File: config.mk
export PLATFORM = sky130hd
export DESIGN_NAME = ases_top
export DESIGN_NICKNAME = d
export VERILOG_FILES = /design/src/ases_pkg.sv /design/src/ases_top.sv
export VERILOG_INCLUDE_DIRS = /design/src /design/src/src
export SDC_FILE = /design/constraint.sdc
export NUM_CORES = 1
export LEC_CHECK = 0
export ABC_AREA = 1
export ABC_CLOCK_PERIOD_IN_PS = 1200
export BUFFER_PORTS_ARGS = -buffer_cell sky130_fd_sc_hd__buf_2
export CAP_MARGIN = 20
export CORE_MARGIN = 3
export CORE_UTILIZATION = 59
export DETAILED_ROUTE_END_ITERATION = 10
export PLACE_DENSITY = 0.85
export SETUP_SLACK_MARGIN = 0.05
export SYNTH_ARGS = -nofsm -noshare
export SYNTH_HDL_FRONTEND = slang
export SYNTH_SLANG_ARGS = --single-unit
File: constraint.sdc
create_clock -name sys_clk_i -period 1.2 [get_ports sys_clk_i]
set_clock_uncertainty 0.2 [all_clocks]
set_input_delay 0.06 -clock sys_clk_i [delete_from_list [all_inputs] [get_ports sys_clk_i]]
set_output_delay 0.06 -clock sys_clk_i [all_outputs]
set_load 0.01 [all_outputs]
File: src/ases_consts.svh
// constants for the arm/sequence event status block
// assumes 16-bit status registers, one system clock
`ifndef ASES_CONSTS_SVH
`define ASES_CONSTS_SVH

// register width
`define ASES_W 16
// field positions
`define ASES_LAYER1_BIT 1
`define ASES_SCAN_BIT 2
`define ASES_ARM_B1_BIT 1
`define ASES_WAIT_ARM_BIT 6
// reset and preset values
`define ASES_RISE_RST 16'hffff
`define ASES_FALL_RST 16'h0000
`define ASES_EVT_RST 16'h0000
`define ASES_MASK_RST 16'h0000
// condition bits that carry meaning
`define ASES_LAYER_DEF 16'h0006
`define ASES_ARM_DEF 16'h0002

`endif

File: src/ases_pkg.sv
// types shared by the arm/sequence event status block
// assumes the command parser sends one decoded register access at a time
`default_nettype none

package ases_pkg;

	// register selected by a decoded status command
	typedef enum logic [3:0]
	{
		ASES_ARM_COND,
		ASES_ARM_RISE,
		ASES_ARM_FALL,
		ASES_ARM_EVT,
		ASES_ARM_MASK,
		ASES_LAYER_COND,
		ASES_LAYER_RISE,
		ASES_LAYER_FALL,
		ASES_LAYER_EVT,
		ASES_LAYER_MASK
	} ases_reg_e;

	// one decoded access from the command parser
	typedef struct packed
	{
		logic valid;
		logic write;
		ases_reg_e sel;
		logic [15:0] data;
	} ases_cmd_s;

	// one register set of the cascade
	typedef struct packed
	{
		logic [15:0] cond;
		logic [15:0] prev;
		logic [15:0] rise;
		logic [15:0] fall;
		logic [15:0] evt;
		logic [15:0] mask;
	} ases_set_s;

endpackage

`default_nettype wire

File: src/ases_top.sv
// arm/sequence event status: two cascaded 16-bit status register sets
// assumes layer status levels come from another domain and commands
// arrive already decoded on sys_clk_i, at most one per enabled cycle
`include "ases_consts.svh"
`default_nettype none

module ases_top
(
	input wire logic sys_clk_i,
	input wire logic resetn_i,
	input wire logic clk_en_i,
	input wire logic in_arm_layer1_i,
	input wire logic in_scan_layer_i,
	input wire ases_pkg::ases_cmd_s cmd_i,
	input wire logic preset_i,
	input wire logic clear_status_i,
	output logic [15:0] rd_data_o,
	output logic rd_valid_o,
	output logic [15:0] oper_wait_arm_o
);

	////////////////////////////////////////////////////////////////////////
	// helpers

	// bits whose condition moved in a direction the filter allows
	function automatic logic [15:0] edge_hits(input logic [15:0] cond,
		input logic [15:0] prev, input logic [15:0] rise, input logic [15:0] fall);
		edge_hits = (cond & ~prev & rise) | (~cond & prev & fall);
	endfunction

	// a decoded access to one register this cycle
	function automatic logic hit(input ases_pkg::ases_cmd_s c,
		input ases_pkg::ases_reg_e r, input logic wr);
		hit = c.valid && (c.write == wr) && (c.sel == r);
	endfunction

	////////////////////////////////////////////////////////////////////////
	// state

	logic [1:0] sync1_reg;
	logic [1:0] sync2_reg;
	ases_pkg::ases_set_s lay_reg;
	ases_pkg::ases_set_s arm_reg;
	logic lay_sum_reg;
	logic arm_sum_reg;
	logic [15:0] rd_data_reg;
	logic rd_valid_reg;
	logic [15:0] lay_set;
	logic [15:0] arm_set;
	logic [15:0] arm_cond;
	logic [15:0] lay_evt_next;
	logic [15:0] arm_evt_next;
	logic [15:0] rd_mux;

	////////////////////////////////////////////////////////////////////////
	// pin synchroniser: first stage only feeds the second

	always_ff @(posedge sys_clk_i or negedge resetn_i)
	begin
		if (!resetn_i)
		begin
			sync1_reg <= 2'h0;
			sync2_reg <= 2'h0;
		end
		else if (clk_en_i)
		begin
			sync1_reg <= {in_scan_layer_i, in_arm_layer1_i};
			sync2_reg <= sync1_reg;
		end
	end

	////////////////////////////////////////////////////////////////////////
	// sequence (layer) condition and its previous value

	always_ff @(posedge sys_clk_i or negedge resetn_i)
	begin
		if (!resetn_i)
		begin
			lay_reg.cond <= 16'h0000;
			lay_reg.prev <= 16'h0000;
		end
		else if (clk_en_i)
		begin
			lay_reg.cond <= 16'h0000;
			lay_reg.cond[`ASES_LAYER1_BIT] <= sync2_reg[0];
			lay_reg.cond[`ASES_SCAN_BIT] <= sync2_reg[1];
			lay_reg.prev <= lay_reg.cond;
		end
	end

	// arm condition carries only the sequence summary
	always_comb
	begin
		arm_cond = 16'h0000;
		arm_cond[`ASES_ARM_B1_BIT] = lay_sum_reg;
	end

	always_ff @(posedge sys_clk_i or negedge resetn_i)
	begin
		if (!resetn_i)
		begin
			arm_reg.cond <= 16'h0000;
			arm_reg.prev <= 16'h0000;
		end
		else if (clk_en_i)
		begin
			arm_reg.cond <= arm_cond;
			arm_reg.prev <= arm_reg.cond;
		end
	end

	////////////////////////////////////////////////////////////////////////
	// transition filters: preset wins over a write in the same cycle

	always_ff @(posedge sys_clk_i or negedge resetn_i)
	begin
		if (!resetn_i)
		begin
			arm_reg.rise <= `ASES_RISE_RST;
			arm_reg.fall <= `ASES_FALL_RST;
			lay_reg.rise <= `ASES_RISE_RST;
			lay_reg.fall <= `ASES_FALL_RST;
		end
		else if (clk_en_i)
		begin
			if (preset_i)
			begin
				arm_reg.rise <= `ASES_RISE_RST;
				arm_reg.fall <= `ASES_FALL_RST;
				lay_reg.rise <= `ASES_RISE_RST;
				lay_reg.fall <= `ASES_FALL_RST;
			end
			else
			begin
				if (hit(cmd_i, ases_pkg::ASES_ARM_RISE, 1'b1))
					arm_reg.rise <= cmd_i.data;
				if (hit(cmd_i, ases_pkg::ASES_ARM_FALL, 1'b1))
					arm_reg.fall <= cmd_i.data;
				if (hit(cmd_i, ases_pkg::ASES_LAYER_RISE, 1'b1))
					lay_reg.rise <= cmd_i.data;
				if (hit(cmd_i, ases_pkg::ASES_LAYER_FALL, 1'b1))
					lay_reg.fall <= cmd_i.data;
			end
		end
	end

	////////////////////////////////////////////////////////////////////////
	// enable masks: preset leaves them alone, only reset or a write changes

	always_ff @(posedge sys_clk_i or negedge resetn_i)
	begin
		if (!resetn_i)
		begin
			arm_reg.mask <= `ASES_MASK_RST;
			lay_reg.mask <= `ASES_MASK_RST;
		end
		else if (clk_en_i)
		begin
			if (hit(cmd_i, ases_pkg::ASES_ARM_MASK, 1'b1))
				arm_reg.mask <= cmd_i.data;
			if (hit(cmd_i, ases_pkg::ASES_LAYER_MASK, 1'b1))
				lay_reg.mask <= cmd_i.data;
		end
	end

	////////////////////////////////////////////////////////////////////////
	// event latches

	// same per-bit filter on the layer set
	assign lay_set = edge_hits(lay_reg.cond, lay_reg.prev, lay_reg.rise, lay_reg.fall);
	assign arm_set = edge_hits(arm_reg.cond, arm_reg.prev, arm_reg.rise, arm_reg.fall);

	// clear first, then new edges, so a coincident set survives
	always_comb
	begin
		lay_evt_next = lay_reg.evt;
		arm_evt_next = arm_reg.evt;
		if (clear_status_i || hit(cmd_i, ases_pkg::ASES_LAYER_EVT, 1'b0))
			lay_evt_next = `ASES_EVT_RST;
		if (clear_status_i || hit(cmd_i, ases_pkg::ASES_ARM_EVT, 1'b0))
			arm_evt_next = `ASES_EVT_RST;
		lay_evt_next = lay_evt_next | lay_set;
		arm_evt_next = arm_evt_next | arm_set;
	end

	// bits only drop on a clearing action
	always_ff @(posedge sys_clk_i or negedge resetn_i)
	begin
		if (!resetn_i)
		begin
			lay_reg.evt <= `ASES_EVT_RST;
			arm_reg.evt <= `ASES_EVT_RST;
		end
		else if (clk_en_i)
		begin
			lay_reg.evt <= lay_evt_next;
			arm_reg.evt <= arm_evt_next;
		end
	end

	////////////////////////////////////////////////////////////////////////
	// summaries: one cycle each, so arm B1 lags layer events by one cycle

	always_ff @(posedge sys_clk_i or negedge resetn_i)
	begin
		if (!resetn_i)
		begin
			lay_sum_reg <= 1'b0;
			arm_sum_reg <= 1'b0;
		end
		else if (clk_en_i)
		begin
			lay_sum_reg <= |(lay_reg.evt & lay_reg.mask);
			arm_sum_reg <= |(arm_reg.evt & arm_reg.mask);
		end
	end

	always_comb
	begin
		oper_wait_arm_o = 16'h0000;
		oper_wait_arm_o[`ASES_WAIT_ARM_BIT] = arm_sum_reg;
	end

	////////////////////////////////////////////////////////////////////////
	// read port: answer one cycle after the command

	// filter reads are plain muxing, no side effect
	always_comb
	begin
		rd_mux = 16'h0000;
		unique case (cmd_i.sel)
			ases_pkg::ASES_ARM_COND: rd_mux = arm_reg.cond;
			ases_pkg::ASES_ARM_RISE: rd_mux = arm_reg.rise;
			ases_pkg::ASES_ARM_FALL: rd_mux = arm_reg.fall;
			ases_pkg::ASES_ARM_EVT: rd_mux = arm_reg.evt;
			ases_pkg::ASES_ARM_MASK: rd_mux = arm_reg.mask;
			ases_pkg::ASES_LAYER_COND: rd_mux = lay_reg.cond;
			ases_pkg::ASES_LAYER_RISE: rd_mux = lay_reg.rise;
			ases_pkg::ASES_LAYER_FALL: rd_mux = lay_reg.fall;
			ases_pkg::ASES_LAYER_EVT: rd_mux = lay_reg.evt;
			ases_pkg::ASES_LAYER_MASK: rd_mux = lay_reg.mask;
			default: rd_mux = 16'h0000; // illegal select reads zero
		endcase
	end

	always_ff @(posedge sys_clk_i or negedge resetn_i)
	begin
		if (!resetn_i)
		begin
			rd_data_reg <= 16'h0000;
			rd_valid_reg <= 1'b0;
		end
		else if (clk_en_i)
		begin
			rd_valid_reg <= cmd_i.valid && !cmd_i.write;
			if (cmd_i.valid && !cmd_i.write)
				rd_data_reg <= rd_mux;
		end
	end

	assign rd_data_o = rd_data_reg;
	assign rd_valid_o = rd_valid_reg;
endmodule

`default_nettype wire

==> impl_metrics.prom <==
# TYPE chip_impl_metric gauge
chip_impl_info{name="run_status",value="finished with violations"} 1
chip_impl_info{name="failed_checks",value="negative hold slack, negative setup slack"} 1
chip_impl_metric{name="cts_max_path_buffers",unit=""} 2
chip_impl_metric{name="fillerInstances",unit=""} 605
chip_impl_metric{name="dpl-instance-area",unit="µm²"} 6892
chip_impl_metric{name="finalSetupViolCount",unit=""} 24
chip_impl_metric{name="drc",unit=""} 0
chip_impl_metric{name="die_outline_area",unit="µm²"} 11660
chip_impl_metric{name="grt_start_max_net_pins",unit=""} 31
chip_impl_metric{name="wl_per_cell",unit="µm"} 17.36
chip_impl_metric{name="first_pass_grt_wire_length",unit="µm"} 28300
chip_impl_metric{name="critical_path.n_buffers_inverters",unit=""} 1
chip_impl_metric{name="postSynthAreaPerCell",unit="µm²"} 7.867
chip_impl_metric{name="met3WireLength",unit="µm"} 1996
chip_impl_metric{name="pin_count",unit=""} 62
chip_impl_metric{name="tightest_slew",unit="ns"} 0.5538
chip_impl_metric{name="portion_of_the_post_synthesis_area_used_by_sequential_elements",unit="%"} 52.85
chip_impl_metric{name="row_count",unit=""} 36
chip_impl_metric{name="worst_hold_slack",unit="ns"} -0.1874
chip_impl_metric{name="final_worst_path_period_share",unit="%"} 110.1
chip_impl_info{name="holdCritPathClass",value="in2async"} 1
chip_impl_metric{name="grtUsageTotal",unit="%"} 31.77
chip_impl_metric{name="layout_min_cycle_time",unit="ns"} 1.322
chip_impl_metric{name="core",unit="µm²"} 9955
chip_impl_metric{name="number_of_global_route_vias_before_repair",unit=""} 5654
chip_impl_metric{name="ff2ff_path_depth",unit=""} 6
chip_impl_metric{name="route.antenna.remaining_nets",unit=""} 0
chip_impl_metric{name="fin_area",unit="µm²"} 8162
chip_impl_metric{name="route.met2.wl",unit="µm"} 8829
chip_impl_metric{name="place_hpwl",unit="µm"} 11460
chip_impl_metric{name="yosys_warnings",unit=""} 0
chip_impl_metric{name="clkLatencyLatePin",unit="ns"} 0.53
chip_impl_info{name="clock_tree_from_tritoncts",value="yes"} 1
chip_impl_metric{name="power.total",unit="W"} 0.01208
chip_impl_metric{name="netlist_instances",unit=""} 780
chip_impl_metric{name="cts.sink_count",unit=""} 128
chip_impl_metric{name="wl_met1",unit="µm"} 7230
chip_impl_metric{name="layout.nets",unit=""} 954
chip_impl_info{name="crit_family",value="flip-flops"} 1
chip_impl_metric{name="viasPerCell",unit=""} 5.650
chip_impl_metric{name="area.growth.synth_to_final",unit="%"} 33.01
chip_impl_metric{name="drive_gt1_share",unit="%"} 29.32
chip_impl_metric{name="worst_path_largest_cell_delay",unit="ns"} 0.39
chip_impl_metric{name="timing.fmax",unit="GHz"} 0.7567
chip_impl_metric{name="postLayoutSetupSlackWorst",unit="ns"} -0.1216
chip_impl_metric{name="data_arrival_time_of_the_worst_path",unit="ns"} 1.06
chip_impl_info{name="timing.critical_path.from",value="rd_data_o[2]"} 1
chip_impl_metric{name="wirelength",unit="µm"} 18600
chip_impl_metric{name="die_w",unit="µm"} 108.0
chip_impl_metric{name="yosys_register_bits",unit=""} 128
chip_impl_metric{name="globalRouteOverflowTotal",unit=""} 0
chip_impl_metric{name="postLayoutCoreUtil",unit="%"} 81.99
chip_impl_metric{name="cellLeakagePower",unit="nW"} 4.178
chip_impl_info{name="dr.max_layer_used",value="met4"} 1
chip_impl_metric{name="insertedDiodeCount",unit=""} 0
chip_impl_metric{name="hold_viol_final",unit=""} 24
chip_impl_metric{name="clkSlewWorstSetupHoldPaths",unit="ns"} 0.06
chip_impl_info{name="regToRegStartpoint",value="lay_reg[82]"} 1
chip_impl_metric{name="routability_congestion_estimate",unit=""} 0.8950
chip_impl_metric{name="via_count",unit=""} 6051
chip_impl_metric{name="synth.distinct_cells",unit=""} 28
chip_impl_metric{name="tritoncts.num_buffers",unit=""} 17
chip_impl_metric{name="drtIter0Drc",unit=""} 619
chip_impl_metric{name="floorplan.initialDensity",unit="%"} 61.64
chip_impl_info{name="clock_tree_root_driver_cell",value="sky130_fd_sc_hd__clkbuf_8"} 1
chip_impl_metric{name="crit_required",unit="ns"} 0.94
chip_impl_metric{name="largest_register_ff_count",unit=""} 54
chip_impl_info{name="grt_setup_unrepaired",value="true"} 1
chip_impl_metric{name="worst_slew_margin_rel",unit="%"} 63.04
chip_impl_metric{name="max_cap_violations",unit=""} 0
chip_impl_metric{name="antenna_found_initial",unit=""} 0
chip_impl_info{name="crit_type",value="reg2out"} 1
chip_impl_metric{name="crit_cells",unit=""} 1
chip_impl_info{name="worstSetupEndpointType",value="output pin"} 1
chip_impl_metric{name="firstDrtPassIters",unit=""} 6
chip_impl_info{name="worst_path_max_delay_cell",value="sky130_fd_sc_hd__dfrtp_1"} 1
chip_impl_info{name="startpoint_type",value="flip-flop"} 1
chip_impl_metric{name="die_height",unit="µm"} 108.0
chip_impl_metric{name="finalMaxSlewViolations",unit=""} 0
chip_impl_metric{name="worst_ir_drop_vdd",unit="µV"} 893.0
chip_impl_metric{name="portBuffers",unit=""} 46
chip_impl_info{name="crit_path_cell_trace",value="buf_2"} 1
chip_impl_metric{name="worst-path-max-fanout",unit=""} 2
chip_impl_metric{name="syn_area",unit="µm²"} 6136
chip_impl_metric{name="power_dens_cells",unit="nW/µm²"} 1480
chip_impl_metric{name="htreeDepth",unit=""} 4
chip_impl_metric{name="preCtsSetupSlack",unit="ns"} -0.5024
## metrics by stage
stage / TNS (ns) / hold WS [ns] / cells
finish: -1.977 / -0.1874 / 1071
floorplan: 0 / -0.4356 / 794
detailed placement: -32.00 / -0.1778 / 985
global route: -3.006 / -0.1647 / 1071
global placement: -28.96 / -0.1839 / 985
CTS: -2.331 / -0.2873 / 1056
## where the power goes
part | internal [W] | leakage [nW] | switching [W] | total [W]
clock network | 0.00305 | 0.271 | 0.00190 | 0.00495
logic | 0.000788 | 2.30 | 0.00106 | 0.00185
registers | 0.00494 | 1.60 | 0.000341 | 0.00528
total | 0.00878 | 4.18 | 0.00330 | 0.0121
## path summary, 6_finish.rpt
| check | end | slack [ns] |
|---|---|---|
| setup / recovery | rd_data_o[2] | -0.12 |
| hold / removal | rd_data_o[5] | -0.19 |
| setup reg to reg | rd_data_o[2] | -0.06 |
| hold reg to reg | arm_reg[41] | 0.27 |
| max in group asynchronous | lay_reg[52] | 0.41 |
| min in group sys_clk_i | rd_data_o[3] | -0.12 |
## final cells by class
type	count	area, µm²	share of cell area, %
Inverter	66	252.7	3.097
Sequential cell	128	3243	39.74
Clock inverter	10	111.4	1.364
Timing Repair Buffer	162	1348	16.51
Multi-Input combinational cell	550	2587	31.70
Tap cell	133	166.4	2.039
Clock buffer	22	452.9	5.550
## cell usage after synthesis
library cell / number / share of area (%)
sky130_fd_sc_hd__nand2_1: 280 / 17
sky130_fd_sc_hd__dfrtp_1: 96 / 39
sky130_fd_sc_hd__nor2_1: 86 / 5.3
sky130_fd_sc_hd__inv_1: 58 / 3.5
sky130_fd_sc_hd__o21ai_0: 50 / 4.1
sky130_fd_sc_hd__nand3_1: 42 / 3.4
sky130_fd_sc_hd__a21oi_1: 34 / 2.8
sky130_fd_sc_hd__dfstp_2: 32 / 14
sky130_fd_sc_hd__buf_4: 22 / 2.7
sky130_fd_sc_hd__o21ai_1: 19 / 1.5
sky130_fd_sc_hd__buf_2: 15 / 1.2
sky130_fd_sc_hd__inv_2: 7 / 0.43
sky130_fd_sc_hd__clkbuf_1: 6 / 0.37
sky130_fd_sc_hd__nand4_1: 6 / 0.61
sky130_fd_sc_hd__buf_6: 5 / 0.92
sky130_fd_sc_hd__nand2_2: 5 / 0.51
sky130_fd_sc_hd__o21ai_4: 3 / 0.80
sky130_fd_sc_hd__nand3_2: 2 / 0.33
sky130_fd_sc_hd__nor2_2: 2 / 0.20
sky130_fd_sc_hd__nor2_4: 2 / 0.37
sky130_fd_sc_hd__a31oi_1: 1 / 0.10
sky130_fd_sc_hd__buf_1: 1 / 0.061
sky130_fd_sc_hd__clkbuf_2: 1 / 0.081
sky130_fd_sc_hd__clkinv_1: 1 / 0.061
sky130_fd_sc_hd__conb_1: 1 / 0.061
sky130_fd_sc_hd__nor2_8: 1 / 0.33
sky130_fd_sc_hd__o21ai_2: 1 / 0.14
sky130_fd_sc_hd__or2_2: 1 / 0.10
## metal layers
metal,GRT usage [%],vias up
met5,0,-
li1,-,2705
met1,42.71,2850
met3,6.627,68
met4,13.44,0
met2,50.49,428
## repair_timing
item,CTS,global route
buffers inserted,14,10
pin swaps,31,37
setup endpoints to repair,32,81
gates resized for setup,27,42
gates cloned,0,0
hold buffers,25,7
hold endpoints to repair,251,59
## cells in the final DEF, fill, tap and decap left out, types with 15 or more instances in the layout
cell type / count
sky130_fd_sc_hd__nand3_2: 19
sky130_fd_sc_hd__a21oi_1: 34
sky130_fd_sc_hd__nand2_2: 31
sky130_fd_sc_hd__nor2_1: 73
sky130_fd_sc_hd__dfstp_2: 32
sky130_fd_sc_hd__nand2_1: 254
sky130_fd_sc_hd__dfrtp_1: 96
sky130_fd_sc_hd__buf_2: 44
sky130_fd_sc_hd__nand3_1: 25
sky130_fd_sc_hd__clkbuf_16: 16
sky130_fd_sc_hd__dlygate4sd3_1: 30
sky130_fd_sc_hd__conb_1: 15
sky130_fd_sc_hd__o21ai_0: 45
sky130_fd_sc_hd__buf_4: 74
sky130_fd_sc_hd__o21ai_1: 24
sky130_fd_sc_hd__inv_1: 58
## kinds of logic after synthesis
family	after synthesis	synth area share (%)
other	1	0.06112
AND/OR/NAND/NOR	427	28.26
flip-flops	128	52.85
AO/OA/AOI/OAI	108	9.441
buffers and inverters	116	9.380
Note: power is estimated with default switching activity, not from simulation.
